## src/uie_pkg.sv

```systemverilog
// constants, types and register layout for the uart event block
// Contract
// - four interrupt sources, each with enable
// - tx irq equals empty and enable
// - tx buffer write clears empty flag
// - rx irq while full and enabled
// - rx buffer read clears full flag
// - rx irq also on error with enable
// - status read clears error flag
// - flow irq while cts change enabled
// - interrupt control read clears cts change
// - port3 irqs routed on channels 2,3
// - cpu irq lines 12 tx, 13 rx
// - tx dma pulse on empty rising
// - tx dma enable masks tx irq
// - rx dma pulse on full rising
// - rx dma masks full irq, not error
// - both dma directions usable together
// - port3 dma routed on channels 0,1
// - break bit holds serial output low
// - break after 10 low bit times; code flags it after a low stop bit and 10 further low bit times
// - parity only 7/8 bit, normal mode
// - parity enable and select in frame
// - empty set on shift register load
// - full set on buffer copy
package uie_pkg;
  localparam int unsigned ADDR_W = 24;
  localparam int unsigned DATA_W = 8;

  localparam logic [23:0] OFF_TBUF  = 24'hFF9400;
  localparam logic [23:0] OFF_RBUF  = 24'hFF9404;
  localparam logic [23:0] OFF_ICTRL = 24'hFF9408;
  localparam logic [23:0] OFF_STAT  = 24'hFF940C;
  localparam logic [23:0] OFF_FRS   = 24'hFF9410;
  localparam logic [23:0] OFF_MDSL1 = 24'hFF9414;
  localparam logic [23:0] OFF_BAUD  = 24'hFF9418;
  localparam logic [23:0] OFF_PSR   = 24'hFF941C;
  localparam logic [23:0] OFF_OVR   = 24'hFF9420;
  localparam logic [23:0] OFF_MDSL2 = 24'hFF9424;
  localparam logic [23:0] OFF_SPOS  = 24'hFF9428;

  // interrupt_control fields
  localparam int unsigned IC_TX_EMPTY = 0;
  localparam int unsigned IC_RX_FULL  = 1;
  localparam int unsigned IC_RX_IE    = 2;
  localparam int unsigned IC_TX_IE    = 3;
  localparam int unsigned IC_CTS_CHG  = 4;
  localparam int unsigned IC_FLOW_IE  = 5;
  localparam int unsigned IC_ERR_IE   = 6;
  localparam int unsigned IC_CTS_LVL  = 7;
  // line_status fields
  localparam int unsigned ST_FRAME = 0;
  localparam int unsigned ST_PAR   = 1;
  localparam int unsigned ST_OVR   = 2;
  localparam int unsigned ST_ERR   = 3;
  localparam int unsigned ST_BRK   = 4;
  localparam int unsigned ST_RB9   = 5;
  localparam int unsigned ST_BUSY  = 6;
  // frame_select fields
  localparam int unsigned FR_FMT_LO = 0;
  localparam int unsigned FR_STOP2  = 2;
  localparam int unsigned FR_XB9    = 3;
  localparam int unsigned FR_PSEL_LO = 4;
  localparam int unsigned FR_PEN    = 6;
  // mode_select_one fields
  localparam int unsigned MD_TX_DMA = 0;
  localparam int unsigned MD_RX_DMA = 1;
  localparam int unsigned MD_BRK    = 2;
  localparam int unsigned MD_LOOP   = 3;
  localparam int unsigned MD_ATN    = 4;

  localparam logic [1:0] FMT_8 = 2'h0;
  localparam logic [1:0] FMT_7 = 2'h1;
  localparam logic [1:0] FMT_9 = 2'h2;
  localparam logic [1:0] PSEL_ODD  = 2'h0;
  localparam logic [1:0] PSEL_EVEN = 2'h1;

  localparam logic [3:0] BITS_7 = 4'h7;
  localparam logic [3:0] BITS_8 = 4'h8;
  localparam logic [3:0] BITS_9 = 4'h9;
  localparam logic [3:0] BREAK_BITS = 4'hA;

  // router channel indices
  localparam int unsigned RT_IRQ_TX = 2;
  localparam int unsigned RT_IRQ_RX = 3;
  localparam int unsigned RT_DMA_RX = 0;
  localparam int unsigned RT_DMA_TX = 1;

  localparam logic [7:0] REG_RST   = 8'h00;
  localparam logic [7:0] ICTRL_RST = 8'h01;

  typedef enum logic [2:0] {TX_IDLE, TX_START, TX_DATA, TX_PAR, TX_STOP} uie_tx_st_t;
  typedef enum logic [2:0] {RX_IDLE, RX_DATA, RX_PAR, RX_STOP, RX_BRK} uie_rx_st_t;

  typedef struct packed {
    logic tx_irq;
    logic rx_irq;
    logic flow_irq;
    logic tx_dma;
    logic rx_dma;
  } uie_req_t;

  typedef struct packed {
    logic cpu_irq12_tx;
    logic cpu_irq13_rx;
    logic dsp_tx_irq;
    logic dsp_rx_irq;
    logic cpu_dma0_rx;
    logic cpu_dma1_tx;
    logic dsp_rx_dma;
    logic dsp_tx_dma;
  } uie_route_t;
endpackage : uie_pkg

```

## src/uie_uart_events.sv

```systemverilog
// uart event logic: flags, irq and dma requests, break and parity, register slave
//
// The plain strobed port was left to the implementer.
`timescale 1ns/100ps
`default_nettype none
module uie_uart_events (
  input  wire logic                  clk_sys,
  input  wire logic                  rst,
  input  wire logic                  ce,
  input  wire logic [23:0]           addr,
  input  wire logic [7:0]            wdata,
  input  wire logic                  wr,
  input  wire logic                  rd,
  output logic      [7:0]            rdata,
  input  wire logic                  bit_tick,
  input  wire logic                  serial_in,
  input  wire logic                  cts_in,
  output logic                       serial_out,
  input  wire logic [3:0]            router_irq_select,
  input  wire logic [1:0]            router_dma_select,
  output uie_pkg::uie_req_t          req,
  output uie_pkg::uie_route_t        route
);
  logic [7:0] ictrl_r, frs_r, mdsl1_r, baud_r, psr_r, ovr_r, mdsl2_r, spos_r;
  logic [7:0] tbuf_r, rbuf_r, rdata_r;
  logic       tx_empty_r, rx_full_r, rx_err_r, cts_chg_r;
  logic       frame_r, par_r, ovr_r_flag, brk_r, rb9_r;
  logic       rx_s1_r, rx_s2_r, cts_s1_r, cts_s2_r, cts_q_r;
  logic       tx_empty_q_r, rx_full_q_r, tx_dma_r, rx_dma_r, serial_out_r;
  logic [8:0] tx_shift_r, rx_shift_r;
  logic [3:0] tx_cnt_r, rx_cnt_r;
  logic       tx_par_r, rx_perr_r;
  uie_pkg::uie_tx_st_t tx_st_r;
  uie_pkg::uie_rx_st_t rx_st_r;

  function automatic logic [3:0] frame_bits(input logic [1:0] fmt);
    unique case (fmt)
      uie_pkg::FMT_7: frame_bits = uie_pkg::BITS_7;
      uie_pkg::FMT_9: frame_bits = uie_pkg::BITS_9;
      default:        frame_bits = uie_pkg::BITS_8;
    endcase
  endfunction : frame_bits

  // parity bit over the low n bits of a character
  function automatic logic parity_of(input logic [8:0] d, input logic [3:0] n, input logic [1:0] sel);
    logic p;
    p = 1'b0;
    for (int i = 0; i < 9; i++) begin
      if (4'(i) < n) begin
        p = p ^ d[i];
      end
    end
    parity_of = (sel == uie_pkg::PSEL_ODD) ? ~p : p;
  endfunction : parity_of

  logic [1:0] fmt, psel;
  logic [3:0] nbits;
  logic       par_on, stop2, loop_en, atn_en, brk_en, tx_dma_en, rx_dma_en;
  assign fmt       = frs_r[uie_pkg::FR_FMT_LO +: 2];
  assign psel      = frs_r[uie_pkg::FR_PSEL_LO +: 2];
  assign stop2     = frs_r[uie_pkg::FR_STOP2];
  assign nbits     = frame_bits(fmt);
  assign loop_en   = mdsl1_r[uie_pkg::MD_LOOP];
  assign atn_en    = mdsl1_r[uie_pkg::MD_ATN];
  assign brk_en    = mdsl1_r[uie_pkg::MD_BRK];
  assign tx_dma_en = mdsl1_r[uie_pkg::MD_TX_DMA];
  assign rx_dma_en = mdsl1_r[uie_pkg::MD_RX_DMA];
  // parity only for 7/8 bit normal frames with a real odd/even choice
  assign par_on = frs_r[uie_pkg::FR_PEN] && (fmt != uie_pkg::FMT_9) && !loop_en && !atn_en
                  && (psel == uie_pkg::PSEL_ODD || psel == uie_pkg::PSEL_EVEN);

  // register strobes
  logic wr_tbuf, rd_rbuf, rd_ictrl, rd_stat;
  assign wr_tbuf  = ce && wr && (addr == uie_pkg::OFF_TBUF);
  assign rd_rbuf  = ce && rd && (addr == uie_pkg::OFF_RBUF);
  assign rd_ictrl = ce && rd && (addr == uie_pkg::OFF_ICTRL);
  assign rd_stat  = ce && rd && (addr == uie_pkg::OFF_STAT);

  // pin synchronisers
  always_ff @(posedge clk_sys or posedge rst) begin
    if (rst) begin
      rx_s1_r  <= 1'b1;
      rx_s2_r  <= 1'b1;
      cts_s1_r <= 1'b0;
      cts_s2_r <= 1'b0;
      cts_q_r  <= 1'b0;
    end else if (ce) begin
      rx_s1_r  <= serial_in;
      rx_s2_r  <= rx_s1_r;
      cts_s1_r <= cts_in;
      cts_s2_r <= cts_s1_r;
      cts_q_r  <= cts_s2_r;
    end
  end

  // software registers
  always_ff @(posedge clk_sys or posedge rst) begin
    if (rst) begin
      ictrl_r <= uie_pkg::REG_RST;
      frs_r   <= uie_pkg::REG_RST;
      baud_r  <= uie_pkg::REG_RST;
      psr_r   <= uie_pkg::REG_RST;
      ovr_r   <= uie_pkg::REG_RST;
      mdsl2_r <= uie_pkg::REG_RST;
      spos_r  <= uie_pkg::REG_RST;
      tbuf_r  <= uie_pkg::REG_RST;
    end else if (ce && wr) begin
      unique case (addr)
        uie_pkg::OFF_TBUF:  tbuf_r  <= wdata;
        uie_pkg::OFF_ICTRL: ictrl_r <= wdata;
        uie_pkg::OFF_FRS:   frs_r   <= wdata;
        uie_pkg::OFF_BAUD:  baud_r  <= wdata;
        uie_pkg::OFF_PSR:   psr_r   <= wdata;
        uie_pkg::OFF_OVR:   ovr_r   <= wdata;
        uie_pkg::OFF_MDSL2: mdsl2_r <= wdata;
        uie_pkg::OFF_SPOS:  spos_r  <= wdata;
        default: ;
      endcase
    end
  end

  // transmitter
  logic tx_load, tx_line;
  assign tx_load = ce && (tx_st_r == uie_pkg::TX_IDLE) && !tx_empty_r;
  always_comb begin
    unique case (tx_st_r)
      // start bit stays at idle level until the first tick so it spans a whole bit time
      uie_pkg::TX_START: tx_line = (tx_cnt_r == 4'h0);
      uie_pkg::TX_DATA:  tx_line = tx_shift_r[0];
      uie_pkg::TX_PAR:   tx_line = tx_par_r;
      default:           tx_line = 1'b1;
    endcase
  end

  always_ff @(posedge clk_sys or posedge rst) begin
    if (rst) begin
      tx_st_r    <= uie_pkg::TX_IDLE;
      tx_shift_r <= 9'h1FF;
      tx_cnt_r   <= 4'h0;
      tx_par_r   <= 1'b0;
    end else if (tx_load) begin
      tx_shift_r <= {frs_r[uie_pkg::FR_XB9], tbuf_r};
      tx_par_r   <= parity_of({frs_r[uie_pkg::FR_XB9], tbuf_r}, nbits, psel);
      tx_cnt_r   <= 4'h0;
      tx_st_r    <= uie_pkg::TX_START;
    end else if (ce && bit_tick) begin
      unique case (tx_st_r)
        uie_pkg::TX_IDLE: ;
        uie_pkg::TX_START: begin
          if (tx_cnt_r == 4'h0) begin
            tx_cnt_r <= 4'h1;
          end else begin
            tx_st_r  <= uie_pkg::TX_DATA;
            tx_cnt_r <= 4'h0;
          end
        end
        uie_pkg::TX_DATA: begin
          tx_shift_r <= {1'b1, tx_shift_r[8:1]};
          tx_cnt_r   <= tx_cnt_r + 4'h1;
          if (tx_cnt_r == nbits - 4'h1) begin
            tx_st_r  <= par_on ? uie_pkg::TX_PAR : uie_pkg::TX_STOP;
            tx_cnt_r <= 4'h0;
          end
        end
        uie_pkg::TX_PAR: tx_st_r <= uie_pkg::TX_STOP;
        uie_pkg::TX_STOP: begin
          if (stop2 && tx_cnt_r == 4'h0) begin
            tx_cnt_r <= 4'h1;
          end else begin
            tx_st_r <= uie_pkg::TX_IDLE;
          end
        end
      endcase
    end
  end

  always_ff @(posedge clk_sys or posedge rst) begin
    if (rst) begin
      serial_out_r <= 1'b1;
    end else if (ce) begin
      serial_out_r <= brk_en ? 1'b0 : tx_line;
    end
  end

  // transmit empty: buffer write clears it, load into shifter sets it
  always_ff @(posedge clk_sys or posedge rst) begin
    if (rst) begin
      tx_empty_r <= 1'b1;
    end else if (wr_tbuf) begin
      tx_empty_r <= 1'b0;
    end else if (tx_load) begin
      tx_empty_r <= 1'b1;
    end
  end

  // receiver
  logic rx_bit, rx_stop_tick, rx_keep, rx_accept, frame_set, par_set, ovr_set, brk_set, err_set;
  assign rx_bit       = loop_en ? tx_line : rx_s2_r;
  assign rx_stop_tick = ce && bit_tick && (rx_st_r == uie_pkg::RX_STOP);
  assign rx_keep      = !atn_en || rx_shift_r[8];
  assign rx_accept    = rx_stop_tick && rx_keep;
  assign frame_set    = rx_accept && !rx_bit;
  assign par_set      = rx_accept && rx_perr_r;
  assign ovr_set      = rx_accept && rx_full_r && !rd_rbuf;
  assign brk_set      = ce && bit_tick && (rx_st_r == uie_pkg::RX_BRK) && !rx_bit
                        && (rx_cnt_r == uie_pkg::BREAK_BITS - 4'h1);
  assign err_set      = frame_set || par_set || ovr_set || brk_set;

  always_ff @(posedge clk_sys or posedge rst) begin
    if (rst) begin
      rx_st_r    <= uie_pkg::RX_IDLE;
      rx_shift_r <= 9'h000;
      rx_cnt_r   <= 4'h0;
      rx_perr_r  <= 1'b0;
    end else if (ce && bit_tick) begin
      unique case (rx_st_r)
        uie_pkg::RX_IDLE: begin
          if (!rx_bit) begin
            rx_st_r    <= uie_pkg::RX_DATA;
            rx_shift_r <= 9'h000;
            rx_cnt_r   <= 4'h0;
            rx_perr_r  <= 1'b0;
          end
        end
        uie_pkg::RX_DATA: begin
          rx_shift_r[rx_cnt_r] <= rx_bit;
          rx_cnt_r             <= rx_cnt_r + 4'h1;
          if (rx_cnt_r == nbits - 4'h1) begin
            rx_st_r <= par_on ? uie_pkg::RX_PAR : uie_pkg::RX_STOP;
          end
        end
        uie_pkg::RX_PAR: begin
          rx_perr_r <= (rx_bit != parity_of(rx_shift_r, nbits, psel));
          rx_st_r   <= uie_pkg::RX_STOP;
        end
        uie_pkg::RX_STOP: begin
          rx_cnt_r <= 4'h0;
          rx_st_r  <= rx_bit ? uie_pkg::RX_IDLE : uie_pkg::RX_BRK;
        end
        uie_pkg::RX_BRK: begin
          if (rx_bit) begin
            rx_st_r <= uie_pkg::RX_IDLE;
          end else if (rx_cnt_r != uie_pkg::BREAK_BITS) begin
            rx_cnt_r <= rx_cnt_r + 4'h1;
          end
        end
      endcase
    end
  end

  // receive buffer copy and attention auto-clear
  always_ff @(posedge clk_sys or posedge rst) begin
    if (rst) begin
      rbuf_r <= uie_pkg::REG_RST;
      rb9_r  <= 1'b0;
    end else if (rx_accept) begin
      rbuf_r <= rx_shift_r[7:0];
      rb9_r  <= rx_shift_r[8];
    end
  end

  always_ff @(posedge clk_sys or posedge rst) begin
    if (rst) begin
      mdsl1_r <= uie_pkg::REG_RST;
    end else if (ce && wr && addr == uie_pkg::OFF_MDSL1) begin
      mdsl1_r <= wdata;
    end else if (rx_accept && atn_en) begin
      mdsl1_r[uie_pkg::MD_ATN] <= 1'b0;
    end
  end

  // receive full: set on copy wins over a read in the same cycle
  always_ff @(posedge clk_sys or posedge rst) begin
    if (rst) begin
      rx_full_r <= 1'b0;
    end else if (rx_accept) begin
      rx_full_r <= 1'b1;
    end else if (rd_rbuf) begin
      rx_full_r <= 1'b0;
    end
  end

  // error flags: status read clears, a new error wins
  always_ff @(posedge clk_sys or posedge rst) begin
    if (rst) begin
      rx_err_r   <= 1'b0;
      frame_r    <= 1'b0;
      par_r      <= 1'b0;
      ovr_r_flag <= 1'b0;
      brk_r      <= 1'b0;
    end else if (ce) begin
      rx_err_r   <= err_set   || (rx_err_r   && !rd_stat);
      frame_r    <= frame_set || (frame_r    && !rd_stat);
      par_r      <= par_set   || (par_r      && !rd_stat);
      ovr_r_flag <= ovr_set   || (ovr_r_flag && !rd_stat);
      brk_r      <= brk_set   || (brk_r      && !rd_stat);
    end
  end

  // clear-to-send change: control read clears, a new edge wins
  always_ff @(posedge clk_sys or posedge rst) begin
    if (rst) begin
      cts_chg_r <= 1'b0;
    end else if (ce) begin
      cts_chg_r <= (cts_s2_r != cts_q_r) || (cts_chg_r && !rd_ictrl);
    end
  end

  // dma requests on flag rising edges
  always_ff @(posedge clk_sys or posedge rst) begin
    if (rst) begin
      tx_empty_q_r <= 1'b1;
      rx_full_q_r  <= 1'b0;
      tx_dma_r     <= 1'b0;
      rx_dma_r     <= 1'b0;
    end else if (ce) begin
      tx_empty_q_r <= tx_empty_r;
      rx_full_q_r  <= rx_full_r;
      tx_dma_r     <= tx_dma_en && tx_empty_r && !tx_empty_q_r;
      rx_dma_r     <= rx_dma_en && rx_full_r && !rx_full_q_r;
    end
  end

  // interrupt levels
  logic tx_irq, rx_irq, flow_irq;
  assign tx_irq   = tx_empty_r && ictrl_r[uie_pkg::IC_TX_IE] && !tx_dma_en;
  assign rx_irq   = (rx_full_r && ictrl_r[uie_pkg::IC_RX_IE] && !rx_dma_en)
                    || (rx_err_r && ictrl_r[uie_pkg::IC_ERR_IE]);
  assign flow_irq = cts_chg_r && ictrl_r[uie_pkg::IC_FLOW_IE];

  always_comb begin
    req.tx_irq   = tx_irq;
    req.rx_irq   = rx_irq;
    req.flow_irq = flow_irq;
    req.tx_dma   = tx_dma_r;
    req.rx_dma   = rx_dma_r;
    route.cpu_irq12_tx = tx_irq && !router_irq_select[uie_pkg::RT_IRQ_TX];
    route.cpu_irq13_rx = rx_irq && !router_irq_select[uie_pkg::RT_IRQ_RX];
    route.dsp_tx_irq   = tx_irq && router_irq_select[uie_pkg::RT_IRQ_TX];
    route.dsp_rx_irq   = rx_irq && router_irq_select[uie_pkg::RT_IRQ_RX];
    route.cpu_dma0_rx  = rx_dma_r && !router_dma_select[uie_pkg::RT_DMA_RX];
    route.cpu_dma1_tx  = tx_dma_r && !router_dma_select[uie_pkg::RT_DMA_TX];
    route.dsp_rx_dma   = rx_dma_r && router_dma_select[uie_pkg::RT_DMA_RX];
    route.dsp_tx_dma   = tx_dma_r && router_dma_select[uie_pkg::RT_DMA_TX];
  end

  // read data, valid only in the cycle after the strobe
  logic [7:0] rd_val;
  always_comb begin
    rd_val = 8'h00;
    unique case (addr)
      uie_pkg::OFF_RBUF: rd_val = rbuf_r;
      uie_pkg::OFF_ICTRL: begin
        rd_val = ictrl_r;
        rd_val[uie_pkg::IC_TX_EMPTY] = tx_empty_r;
        rd_val[uie_pkg::IC_RX_FULL]  = rx_full_r;
        rd_val[uie_pkg::IC_CTS_CHG]  = cts_chg_r;
        rd_val[uie_pkg::IC_CTS_LVL]  = cts_s2_r;
      end
      uie_pkg::OFF_STAT: begin
        rd_val[uie_pkg::ST_FRAME] = frame_r;
        rd_val[uie_pkg::ST_PAR]   = par_r;
        rd_val[uie_pkg::ST_OVR]   = ovr_r_flag;
        rd_val[uie_pkg::ST_ERR]   = rx_err_r;
        rd_val[uie_pkg::ST_BRK]   = brk_r;
        rd_val[uie_pkg::ST_RB9]   = rb9_r;
        rd_val[uie_pkg::ST_BUSY]  = (tx_st_r != uie_pkg::TX_IDLE) || !tx_empty_r;
      end
      uie_pkg::OFF_FRS:   rd_val = frs_r;
      uie_pkg::OFF_MDSL1: rd_val = mdsl1_r;
      uie_pkg::OFF_BAUD:  rd_val = baud_r;
      uie_pkg::OFF_PSR:   rd_val = psr_r;
      uie_pkg::OFF_OVR:   rd_val = ovr_r;
      uie_pkg::OFF_MDSL2: rd_val = mdsl2_r;
      uie_pkg::OFF_SPOS:  rd_val = spos_r;
      default: rd_val = 8'h00;
    endcase
  end

  always_ff @(posedge clk_sys or posedge rst) begin
    if (rst) begin
      rdata_r <= 8'h00;
    end else if (ce) begin
      rdata_r <= rd ? rd_val : 8'h00;
    end
  end

  assign rdata      = rdata_r;
  assign serial_out = serial_out_r;
endmodule : uie_uart_events
`default_nettype wire

```

## config.mk

```make
export PLATFORM = sky130hd
export DESIGN_NAME = uie_uart_events
export DESIGN_NICKNAME = d
export VERILOG_FILES = /design/src/uie_pkg.sv /design/src/uie_uart_events.sv
export SDC_FILE = /design/constraint.sdc
export NUM_CORES = 1
export LEC_CHECK = 0
export ABC_CLOCK_PERIOD_IN_PS = 4400
export BUFFER_PORTS_ARGS = -buffer_cell sky130_fd_sc_hd__buf_2
export CAP_MARGIN = 30
export CELL_PAD_IN_SITES_DETAIL_PLACEMENT = 1
export CELL_PAD_IN_SITES_GLOBAL_PLACEMENT = 1
export CORE_UTILIZATION = 45
export DETAILED_ROUTE_END_ITERATION = 8
export GPL_ROUTABILITY_DRIVEN = 0
export MAX_ROUTING_LAYER = met4
export PLACE_DENSITY = 0.81
export SETUP_SLACK_MARGIN = 0.3
export SKIP_CTS_REPAIR_TIMING = 1
export SYNTH_ARGS = -nofsm -noshare
export SYNTH_HDL_FRONTEND = slang
export SYNTH_SLANG_ARGS = --single-unit
```

## constraint.sdc

```tcl
create_clock -name clk_sys -period 4.4 [get_ports clk_sys]
set_clock_uncertainty 0.15 [all_clocks]
set_input_delay 0 -clock clk_sys [delete_from_list [all_inputs] [get_ports clk_sys]]
set_output_delay 0 -clock clk_sys [all_outputs]
set_load 0.01 [all_outputs]
```

==> Word level (Yosys, flattened, before mapping) <==
Cells that the tools add are included.
{ "classes": {"eq_ne": 38, "n_bitwise": 18, "magnitude_cmp": 11, "mux": 93, "n_addsub": 3, "reduce_logical": 108} }
{ "ops": {"columns": ["cell", "count"], "rows": [
  ["$eq 24x24->1 const B", 11],
  ["$pmux 7 s10", 1],
  ["$mux 1", 59],
  ["$logic_and 1x1->1", 50],
  ["$mux 9", 4],
  ["$mux 3", 10],
  ["$mux 4", 7],
  ["$pmux 9 s2", 1],
  ["$reduce_and 2->1", 9],
  ["$lt 3x4->1 const A", 4],
  ["$pmux 4 s4", 1],
  ["$xor 1x1->1", 16],
  ["$logic_not 1->1", 15],
  ["$pmux 3 s5", 1],
  ["$reduce_bool 2->1", 7],
  ["$logic_or 1x1->1", 13],
  ["$eq 3x2->1 const B", 4],
  ["$ne 3x3->1 const B", 4],
  ["$pmux 3 s4", 1],
  ["$pmux 4 s3", 1],
  ["$ne 2x2->1 const B", 5],
  ["$reduce_and 5->1", 2],
  ["$bwmux 9", 1],
  ["$pmux 1 s9", 1],
  ["30 further kinds", 43]
]} }
{ "word_totals": {"in_bits": 46, "wordCells": 310, "register_bits": 140, "output_inout_bits": 22} }

==> Logic depth before layout (Yosys ltp) <==
Gate-level depths: netlist of run 1.
{ "logic_depth": {"ltp_word": 42, "depth_mapped": 8, "depth_no_buf": 8} }

==> Worst setup path after synthesis of run 1 <==
Ideal clock, no wire load.
{ "synth_timing": {"path_kind": "reg2reg", "startpoint": "reg tx_cnt_r[0]", "endpoint": "reg tx_st_r[1]", "t_arrival_ns": 1.957, "stages_incl_launch_ff": 9, "required_time_ns": 4.129, "setup_slack_ns": 2.172, "period_less_slack_ns": 2.228, "setup_ns": 0.121, "path_cell_list": "dfrtp_1 > inv_1 > ha_1 > or3b_2 > o2111ai_1 > o21ai_0 > a31oi_1 > a21oi_1 > o22a_1"} }
{ "synth_via": {"elab_chain_len": 4, "elab_cells_between_ends": 7, "cone_classes": "4 x eq/ne; 3 x reduce/logical"} }
{ "synth_rtl": {"columns": ["element", "line_no", "rtl"], "rows": [
  ["from (decl)", "uie_uart_events.sv:31", "logic [3:0] tx_cnt_r, rx_cnt_r;"],
  ["from (signal assigned)", "uie_uart_events.sv:159", "tx_cnt_r <= tx_cnt_r + 4'h1;"],
  ["$logic_not 4->1", "uie_uart_events.sv:150, uie_uart_events.sv:167", null],
  ["$logic_and 1x1->1", "uie_uart_events.sv:167", "if (stop2 && tx_cnt_r == 4'h0) begin"],
  ["$ne 3x3->1 (no source line)", null, null],
  ["$reduce_and 5->1 (no source line) (*)", null, null],
  ["to (signal assigned)", "uie_uart_events.sv:153", "tx_st_r <= uie_pkg::TX_DATA;"],
  ["to (signal assigned)", "uie_uart_events.sv:165", "uie_pkg::TX_PAR: tx_st_r <= uie_pkg::TX_STOP;"],
  ["to (signal assigned)", "uie_uart_events.sv:170", "tx_st_r <= uie_pkg::TX_IDLE;"],
  ["to (decl)", "uie_uart_events.sv:33", "uie_pkg::uie_tx_st_t tx_st_r;"]
]} }
Every way passes the cells marked *; elsewhere a longest branch is shown, timed or not.
A chain may end at the register's enable or synchronous reset.

==> Worst setup path after layout of run 1 <==
Ends and elaborated chain as after synthesis.

==> results of run 1 <==
-- state kept, by name, indices dropped and copies added (netlist names), 3 cells and up --
name        cells
tbuf_r          8
ictrl_r         4
rdata           8
mdsl2_r         8
ovr_r           8
tx_st_r         3
tx_cnt_r        4
rx_cnt_r        4
psr_r           8
baud_r          8
rbuf_r          8
frs_r           8
rx_shift_r      9
rx_st_r         3
mdsl1_r         8
tx_shift_r      9
spos_r          8
-- stage by stage --
step                      instance area, um2  hold WS [ps]  setup WS, ps  power (W)  utilization
after global routing                    8460          8.58          1560    0.00421        0.550
final                                   8460         -21.1          1780    0.00403        0.550
after CTS                               8300          -357          1790    0.00403        0.540
after global placement                  7660          82.4          1970    0.00238        0.498
after detailed placement                7660          86.9          1850    0.00245        0.498
after floorplan                         7180          -107           605    0.00219            -
-- area by class of cell --
class                   instances  area [um2]  area share
clock buffers                  17         425      0.0503
clock inverters                15         214      0.0253
inverters                      26         103      0.0121
multi-input cells             479        3490       0.413
flip-flops and latches        137        3450       0.407
well taps                     211         264      0.0312
repair buffers                 83         513      0.0607
-- path summary, 6_finish.rpt --
path | from | endpoint | slack, ps | depth (start not counted)
worst max register to register | tx_cnt_r[0] | tx_st_r[1] | 1780 | 8
min in group asynchronous | rst | rx_shift_r[4] | 450 | 4
worst min register to register | tx_shift_r[4] | tx_shift_r[4] | 310 | 2
max in group asynchronous | rst | tx_shift_r[3] | 2450 | 6
worst min-delay path | addr[11] | rdata[3] | -20 | 6
worst max-delay path | tx_cnt_r[0] | tx_st_r[1] | 1780 | 8
-- routing by layer --
metal	vias to the layer above	wire length [um]	global-route usage	share of wire
li1	2596	-	-	-
met1	3006	9010	0.349	0.42
met2	179	10800	0.465	0.50
met3	46	1120	0.0601	0.052
met4	0	491	0.0858	0.023
met5	-	0	-	0
-- cell usage after synthesis (all sizes together) (4+ instances only) --
| library cell | count |
|---|---|
| a22oi | 10 |
| xnor2 | 17 |
| dfstp | 14 |
| nor4b | 5 |
| o22ai | 6 |
| xor2 | 6 |
| dfrtp | 123 |
| a21oi | 30 |
| buf | 13 |
| a22o | 8 |
| a32oi | 7 |
| mux2 | 84 |
| nand2 | 70 |
| a31oi | 10 |
| clkbuf | 19 |
| nand4 | 5 |
| nand2b | 8 |
| nor2 | 33 |
| a21o | 4 |
| nand3 | 19 |
| inv | 26 |
| and2 | 11 |
| ha | 9 |
| o21ai | 39 |
| nor4 | 5 |
| mux2i | 11 |
| nor2b | 14 |
| nor3 | 12 |
-- power by group through the flow --
stage / Combinational [W] / Sequential (W) / Clock, W
5_1_grt: 0.000911 / 0.00167 / 0.00163
3_5_place_dp: 0.000795 / 0.00166 / 0
3_3_place_gp: 0.000737 / 0.00164 / 0
2_1_floorplan: 0.000630 / 0.00156 / 0
6_report: 0.000818 / 0.00165 / 0.00157
4_1_cts: 0.000807 / 0.00164 / 0.00158
-- kinds of logic after synthesis --
kind of cell | after synthesis | synth area share
and+or+nand+nor | 203 | 0.152
xor gates and xnor gates | 23 | 0.0281
DFF | 137 | 0.480
buffers and inverters | 58 | 0.0336
muxes | 98 | 0.156
AOI/OAI and AO/OA | 146 | 0.135
adders and majority gates | 9 | 0.0157
-- tightest hold or removal path, stage by stage --
cell	delay, ps
sky130_fd_sc_hd__buf_2	70
sky130_fd_sc_hd__nor4_1	40
sky130_fd_sc_hd__nand2_1	90
sky130_fd_sc_hd__nor4_2	110
sky130_fd_sc_hd__nand4_1	110
sky130_fd_sc_hd__a31oi_1	80
==> results_dict.tcl, run 1 <==
set metrics [dict create \
    synth_cell_types 70 \
    io_buffer_count 65 \
    register_clock_pin_slew_on_the_reported_worst_setup_and_hold_paths_ps 70 \
    hold_viol 3 \
    starting_density_of_the_core 0.467 \
    p_clk_frac 0.388 \
    min_period_ps 2620 \
    cts_tree "built" \
    seq_power_share 0.409 \
    detail_route.first_pass.iterations 5 \
    floorplan.rows 45 \
    synth-seq-area-share 0.480 \
    layout_worst_path_cycle_share 0.595 \
    net_switching_power_figure_w 0.00130 \
    clock_tree.buffer_depth 2 \
    final.hold.worst_slack_ps -21.1 \
    routed_wirelength_um 21400 \
    cp.arrival_ps 2790 \
    core_region_area_mm2 0.0154 \
    grt_antenna_before_repair 0 \
    drt-initial-drc-count 423 \
    achievable-frequency_ghz 0.382 \
    yosysTopAreaCell "sky130_fd_sc_hd__dfrtp_1" \
    critical_path.cell_chain "inv_1 > ha_1 > or3b_2 > o2111ai_1 > o21ai_0 > a31oi_1 > a21oi_1 > o22a_1" \
    synth.top_cell.area_share 0.429 \
    setup_crit_end_kind "flip-flop" \
    syn-cell-area_mm2 0.00718 \
    finish.cell_count_without_fillers 968 \
    timing.setup.critical_path_class "reg -> reg" \
    failed_checks "negative hold slack" \
    pwr_density_cell_mw_per_mm2 476 \
    flow.area_growth_from_synthesis_pct 17.8 \
    critical-path-max-stage-delay_ps 500 \
    count_of_vias_placed_by_the_detailed_router 5827 \
    ys.flop_type "sky130_fd_sc_hd__dfrtp_1" \
    ffs_w_async_s_r_synth 1.00 \
    critPathBufInv 1 \
    critical_path_required_ps 4570 \
    grt_start_max_net_pins 105 \
    drv.max_cap_violation_count 0 \
    chipWidth_um 128 \
    ioPinCount 68 \
    cell_internal_pwr_w 0.00273 \
    fp.dieArea_mm2 0.0165 \
    wire_per_inst_um 22.1 \
    slew_headroom 0.320 \
    track_usage 0.283 \
    ys_warn_count 0 \
    n_fill_cell 1731 \
    slew_violations 0 \
    die_h_um 128 \
    final-setup-viol-count 0 \
    number_of_buffers_created_by_cts 17 \
    number_of_global_route_vias_before_repair 6114 \
    run_status "finished with violations" \
    pwr-share-comb 0.203 \
    clock_latency_ps 430 \
    place.detailed.instances 922 \
    synth_edf_count 0 \
    tritoncts_num_sinks 137 \
    mostFrequentLayoutCell "sky130_fd_sc_hd__dfrtp_1" \
    worst_hold_path_type "in -> reg" \
    setup_tns_ps 0 \
    power_switching_share 0.323 \
    final_cell_mix "sky130_fd_sc_hd__dfrtp_1 (123), sky130_fd_sc_hd__mux2_2 (72), sky130_fd_sc_hd__nand2_1 (68)" \
    irDropWorstVdd_v 0.000291 \
    postSynthAreaPerCell_um2 10.7 \
    critical_path.top_delay_family "compound AO/OA/AOI/OAI gates" \
    netlist_instances 674 \
    worst_max_slew_pin_slew_ps 1010 \
    worstPathMaxFanout 6 \
    grt_overflow 0 \
    grt_pass1_wl_um 33900 \
    fraction_of_layout_cells_with_a_size_suffix_above_1 0.273 \
    crit_slowest_cell "sky130_fd_sc_hd__or3b_2" \
    post_layout_nets 799 \
    cts_root_buffer "sky130_fd_sc_hd__clkbuf_16" \
    final_antenna_net_count 0 \
    cellLeakagePower_nw 3.86 \
    post_synth_net_total 729 \
    synth.area.top_cells "sky130_fd_sc_hd__dfrtp_1 (43%), sky130_fd_sc_hd__mux2_2 (11%), sky130_fd_sc_hd__dfstp_2 (5.1%)" \
    startpoint_type_of_the_worst_setup_path "flip-flop" \
    cts_max_level 4 \
    grt_setup_unrepaired "no" \
    dp_hpwl_um 14800 \
    remaining_drc_errors 0 \
    synth_seq_cells 137 \
    antenna_cells 0 \
    via_per_inst 6.02 \
]
Note: power is estimated with default switching activity, not from simulation.
==> run 2: changes to the inputs <==
--- a/config.mk
+++ b/config.mk
@@ -5,12 +5,12 @@
 export SDC_FILE = /design/constraint.sdc
 export NUM_CORES = 1
 export LEC_CHECK = 0
-export ABC_CLOCK_PERIOD_IN_PS = 4400
+export ABC_CLOCK_PERIOD_IN_PS = 2200
 export BUFFER_PORTS_ARGS = -buffer_cell sky130_fd_sc_hd__buf_2
 export CAP_MARGIN = 30
 export CELL_PAD_IN_SITES_DETAIL_PLACEMENT = 1
 export CELL_PAD_IN_SITES_GLOBAL_PLACEMENT = 1
-export CORE_UTILIZATION = 45
+export CORE_UTILIZATION = 43
 export DETAILED_ROUTE_END_ITERATION = 8
 export GPL_ROUTABILITY_DRIVEN = 0
 export MAX_ROUTING_LAYER = met4
==> constraint.sdc (replaced) <==
create_clock -name clk_sys -period 2.2 [get_ports clk_sys]
set_clock_uncertainty 0.15 [all_clocks]
set_input_delay 0 -clock clk_sys [delete_from_list [all_inputs] [get_ports clk_sys]]
set_output_delay 0 -clock clk_sys [all_outputs]
set_load 0.01 [all_outputs]
==> results_dict.tcl, run 2 (synthesis gave the netlist of run 1 again) <==
set metrics [dict create \
    run_status "finished with violations" \
    failed_checks "negative hold slack, negative setup slack" \
    regToRegSetupSlack_ps -110 \
    grt_antenna_before_repair 0 \
    layout_top_registers "rx_shift_r: 9 flops, tx_shift_r: 9 flops" \
    worstPathMaxFanout 6 \
    fraction_of_layout_cells_with_a_size_suffix_above_1 0.385 \
    layout_worst_path_cycle_share 1.05 \
    critical_path.reg2reg.startpoint "tx_cnt_r[0]" \
    final_cell_mix "sky130_fd_sc_hd__dfrtp_1 (118), sky130_fd_sc_hd__mux2_2 (72), sky130_fd_sc_hd__nand2_1 (65), sky130_fd_sc_hd__buf_2 (65), sky130_fd_sc_hd__buf_4 (56)" \
    cp.arrival_ps 2450 \
    holdPathStages 3 \
    worst_slack_ps -108 \
    grt_overflow 0 \
    number_of_logic_stages_on_the_critical_path_including_buffering 8 \
    cellLeakagePower_nw 4.23 \
    core_region_area_mm2 0.0161 \
    slew_headroom 0.461 \
    crit_slowest_cell "sky130_fd_sc_hd__o32a_4" \
    sum_of_internal_switching_and_leakage_power_w 0.00900 \
    pwr_density_cell_mw_per_mm2 969 \
    drv.max_cap_violation_count 0 \
    via_per_inst 6.19 \
    remaining_drc_errors 0 \
    setup_tns_ps -396 \
    r2r.worst_path.cells 8 \
    timing.setup.critical_path_class "reg -> reg" \
    count_of_vias_placed_by_the_detailed_router 6384 \
    grt_pass1_wl_um 36900 \
    register_clock_pin_slew_on_the_reported_worst_setup_and_hold_paths_ps 70 \
    routed_wirelength_um 25900 \
    setup_crit_end_kind "flip-flop" \
    tritoncts_num_sinks 137 \
    critPathBufInv 1 \
    critical_path.cell_chain "inv_2 > ha_4 > nor4b_4 > o32a_4 > a21oi_4 > nor2_2 > o41ai_2 > o31ai_1" \
    worst_hold_path_type "in -> reg" \
    cts_max_level 4 \
    antenna_cells 0 \
    drt-initial-drc-count 557 \
    cts_root_buffer "sky130_fd_sc_hd__clkbuf_16" \
    floorplan.rows 46 \
    post_layout_nets 859 \
    io_buffer_count 65 \
    starting_density_of_the_core 0.446 \
    r2r-end "rx_perr_r" \
    flow.area_growth_from_synthesis_pct 29.4 \
    critical_path.top_delay_family "compound AO/OA/AOI/OAI gates" \
    mostFrequentLayoutCell "sky130_fd_sc_hd__dfrtp_1" \
    final_antenna_net_count 0 \
    clock_tree.buffer_depth 2 \
    crit_end "rx_perr_r" \
    achievable-frequency_ghz 0.433 \
    finish.cell_count_without_fillers 1032 \
    wire_per_inst_um 25.1 \
    clock_latency_ps 430 \
    grt_start_max_net_pins 45 \
    min_period_ps 2310 \
    critical-path-max-stage-delay_ps 400 \
    grt_setup_unrepaired "yes" \
    critical_path_required_ps 2340 \
    place.detailed.instances 969 \
    chipWidth_um 131 \
    slew_violations 0 \
    number_of_buffers_created_by_cts 17 \
    track_usage 0.288 \
    dp_hpwl_um 15600 \
    fp.dieArea_mm2 0.0172 \
    irDropWorstVdd_v 0.000397 \
    cts_tree "built" \
    final-setup-viol-count 12 \
    detail_route.first_pass.iterations 5 \
    number_of_global_route_vias_before_repair 6630 \
    final.hold.worst_slack_ps -3.93 \
    startpoint_type_of_the_worst_setup_path "flip-flop" \
    ioPinCount 68 \
    worst_max_slew_pin_slew_ps 807 \
    die_h_um 131 \
    crit_path_start "tx_cnt_r[0]" \
    hold_viol 2 \
]
[run 2: cell types whose count changed in the layout (fill, tap and decap cells not counted), moves of 6 or more]
cell	change
sky130_fd_sc_hd__o21ai_0	-13
sky130_fd_sc_hd__o21ai_1	+6
sky130_fd_sc_hd__buf_4	+52
sky130_fd_sc_hd__o21ai_2	+6
[run 2: area by class of cell]
| cell class | count | area, um2 |
|---|---|---|
| timing repair buffer | 143 | 1010 |
| multi-input combinational | 479 | 3810 |
| tap | 216 | 270 |
| sequential | 137 | 3450 |
| clock inverter | 10 | 165 |
| clock buffer | 21 | 480 |
| fill | 1736 | 6830 |
| inverter | 26 | 101 |
[run 2: routing by layer]
layer	GRT usage	vias to the layer above	wire length (um)	share of wire
met2	0.469	351	13100	0.50
met5	-	-	0	0
met3	0.0602	90	1650	0.064
li1	-	2711	-	-
met1	0.335	3232	10100	0.39
met4	0.150	0	1040	0.040
[run 2: stage by stage]
stage	cell area (um2)	util	hold slack (ps)	setup WS, ps
after floorplan	7240	-	-107	123
after global placement	8080	0.502	-0.619	60.6
after detailed placement	8080	0.502	4.68	-88.4
after CTS	8730	0.542	-444	-140
after global routing	9290	0.576	8.92	-157
final	9290	0.576	-3.93	-108
[run 2: how the worst min path moves through the flow]
stage                               from        to  slack [ps]
detailed placement                   rst  psr_r[0]           5
global route                          ce  rdata[2]           9
floorplan           router_dma_select[1]  route[2]        -110
global placement                     rst  frs_r[1]        -0.6
CTS                                  rst  ovr_r[5]        -440
finish                                ce  rdata[4]          -4
[run 2: where the power goes]
part / switching [W] / total [W] / internal, W
Clock: 0.00118 / 0.00320 / 0.00202
Combinational: 0.00147 / 0.00254 / 0.00107
Sequential: 0.000378 / 0.00326 / 0.00288
[run 2: worst reg2reg max path, delay by kind of cell, from the launching register on]
| family | cells | cell delay [ps] |
|---|---|---|
| AOI/OAI and AO/OA | 4 | 1200 |
| adders and majority gates | 1 | 170 |
| and+or+nand+nor | 2 | 220 |
| buffers and inverters | 1 | 70 |
| DFF | 1 | 380 |
==> run 3: changes to the inputs <==
--- a/config.mk
+++ b/config.mk
@@ -6,15 +6,15 @@
 export NUM_CORES = 1
 export LEC_CHECK = 0
 export ABC_CLOCK_PERIOD_IN_PS = 2200
-export BUFFER_PORTS_ARGS = -buffer_cell sky130_fd_sc_hd__buf_2
 export CAP_MARGIN = 30
 export CELL_PAD_IN_SITES_DETAIL_PLACEMENT = 1
 export CELL_PAD_IN_SITES_GLOBAL_PLACEMENT = 1
-export CORE_UTILIZATION = 43
+export CORE_UTILIZATION = 45
 export DETAILED_ROUTE_END_ITERATION = 8
+export DONT_BUFFER_PORTS = 1
 export GPL_ROUTABILITY_DRIVEN = 0
 export MAX_ROUTING_LAYER = met4
-export PLACE_DENSITY = 0.81
+export PLACE_DENSITY = 0.79
 export SETUP_SLACK_MARGIN = 0.3
 export SKIP_CTS_REPAIR_TIMING = 1
 export SYNTH_ARGS = -nofsm -noshare
==> results_dict.tcl, run 3 (synthesis gave the netlist of run 1 again) <==
set metrics [dict create \
    run_status "finished with violations" \
    failed_checks "negative hold slack, negative setup slack" \
    flow.area_growth_from_synthesis_pct 27.5 \
    slew_violations 0 \
    grt_start_max_net_pins 138 \
    io_buffer_count 0 \
    seq_power_share 0.370 \
    starting_density_of_the_core 0.467 \
    p_clk_frac 0.366 \
    power_switching_share 0.324 \
    finish.instance_area_mm2 0.00915 \
    slew_headroom 0.444 \
    startpoint_type_of_the_worst_setup_path "flip-flop" \
    layout_worst_path_cycle_share 1.02 \
    cts_root_buffer "sky130_fd_sc_hd__clkbuf_16" \
    detailedPlace.worstSlack_ps -14.5 \
    register_clock_pin_slew_on_the_reported_worst_setup_and_hold_paths_ps 60 \
    grt_setup_unrepaired "yes" \
    number_of_buffers_created_by_cts 17 \
    worst_max_slew_pin_slew_ps 833 \
    worst_slack_ps -34.8 \
    drv.max_cap_violation_count 0 \
    tritoncts_num_sinks 137 \
    layout_top_registers "rx_shift_r: 9 flops, tx_shift_r: 9 flops" \
    critical-path-max-stage-delay_ps 410 \
    irDropWorstVdd_v 0.000651 \
    antenna_cells 0 \
    place.detailed.instances 895 \
    remaining_drc_errors 0 \
    detail_route.wirelength.met1_um 9670 \
    critical_path.cell_chain "inv_2 > ha_4 > nor4b_4 > o32a_4 > a21oi_4 > buf_4 > nor4b_2 > buf_4 > nand2_1 > nand2_1" \
    achievable-frequency_ghz 0.447 \
    setup_tns_ps -143 \
    final_antenna_net_count 0 \
    critical_path_required_ps 2360 \
    cts_tree "built" \
    pwr_density_cell_mw_per_mm2 962 \
    final.hold.worst_slack_ps -495 \
    routed_wirelength_um 25700 \
    cellLeakagePower_nw 4.01 \
    via_per_inst 6.30 \
    setup_crit_end_kind "flip-flop" \
    clock_tree.buffer_depth 2 \
    cts_max_level 4 \
    ioPinCount 68 \
    mostFrequentLayoutCell "sky130_fd_sc_hd__dfrtp_1" \
    grt_antenna_before_repair 1 \
    grt_overflow 0 \
    floorplan.rows 45 \
    worstPathMaxFanout 6 \
    met3RoutedLength_um 1850 \
    fraction_of_layout_cells_with_a_size_suffix_above_1 0.298 \
    wire_per_inst_um 26.1 \
    number_of_global_route_vias_before_repair 6301 \
    critical_path.top_delay_family "compound AO/OA/AOI/OAI gates" \
    dp_hpwl_um 14800 \
    detail_route.first_pass.iterations 5 \
    placedInstanceArea_mm2 0.00770 \
    hold_viol 12 \
    top_layer "met4" \
    final_cell_mix "sky130_fd_sc_hd__dfrtp_1 (119), sky130_fd_sc_hd__mux2_2 (72), sky130_fd_sc_hd__nand2_1 (59)" \
    pwr-share-comb 0.264 \
    finish.cell_count_without_fillers 985 \
    wl_met2_um 13000 \
    chipWidth_um 128 \
    drt-initial-drc-count 530 \
    core_region_area_mm2 0.0154 \
    clock_latency_ps 430 \
    die_h_um 128 \
    worst_hold_path_type "in -> reg" \
    min_period_ps 2230 \
    cp.arrival_ps 2400 \
    cell_internal_pwr_w 0.00595 \
    critPathBufInv 3 \
    final-setup-viol-count 6 \
    post_layout_nets 816 \
    count_of_vias_placed_by_the_detailed_router 6204 \
    grt_pass1_wl_um 34800 \
    fp.dieArea_mm2 0.0165 \
    timing.setup.critical_path_class "reg -> reg" \
    crit_slowest_cell "sky130_fd_sc_hd__o32a_4" \
    track_usage 0.291 \
    net_switching_power_figure_w 0.00285 \
]
==> run 3: final cells by class <==
class | instances | area [um2]
well taps | 211 | 264
fillers | 1609 | 6220
flip-flops and latches | 137 | 3450
inverters | 26 | 101
multi-input cells | 479 | 3770
clock buffers | 21 | 460
repair buffers | 100 | 910
clock inverters | 11 | 194
==> run 3: worst register-to-register path, delay by kind of cell (launching register included) <==
family,cells,cell delay [ps]
flops,1,360
fa+ha+maj,1,160
compound gates,2,700
buf+inv,3,420
simple gates,4,320
==> run 3: routing by layer <==
layer / GRT usage / vias to the layer above
met1: 0.350 / 3179
met4: 0.132 / 0
met2: 0.466 / 309
li1: - / 2622
met3: 0.0684 / 94
met5: - / -
==> run 3: worst paths after layout <==
path                       cells past startpoint            end          start  slack, ps
max                                           10  rx_shift_r[5]    tx_cnt_r[0]        -30
min                                            1     serial_out             ce       -490
max reg2reg                                   10  rx_shift_r[5]    tx_cnt_r[0]        -30
min reg2reg                                    2  tx_shift_r[4]  tx_shift_r[4]        320
max in group asynchronous                      3     tx_st_r[1]            rst       1190
min in group asynchronous                      3  rx_shift_r[0]            rst        110
==> run 3: power by group through the flow <==
stage                     combinational [W]  sequential [W]  clock [W]
after global placement              0.00168         0.00321          0
after detailed placement            0.00180         0.00323          0
final                               0.00232         0.00326    0.00323
after CTS                           0.00183         0.00320    0.00323
after floorplan                     0.00132         0.00312          0
after global routing                0.00252         0.00329    0.00334
==> run 3: through the flow <==
| step | hold WS [ps] | utilization | total power, W |
|---|---|---|---|
| 6_report | -495 | 0.595 | 0.00880 |
| 5_1_grt | -490 | 0.595 | 0.00915 |
| 4_1_cts | -500 | 0.543 | 0.00826 |
| 3_5_place_dp | -104 | 0.501 | 0.00503 |
| 3_3_place_gp | -103 | 0.501 | 0.00489 |
| 2_1_floorplan | -107 | - | 0.00444 |
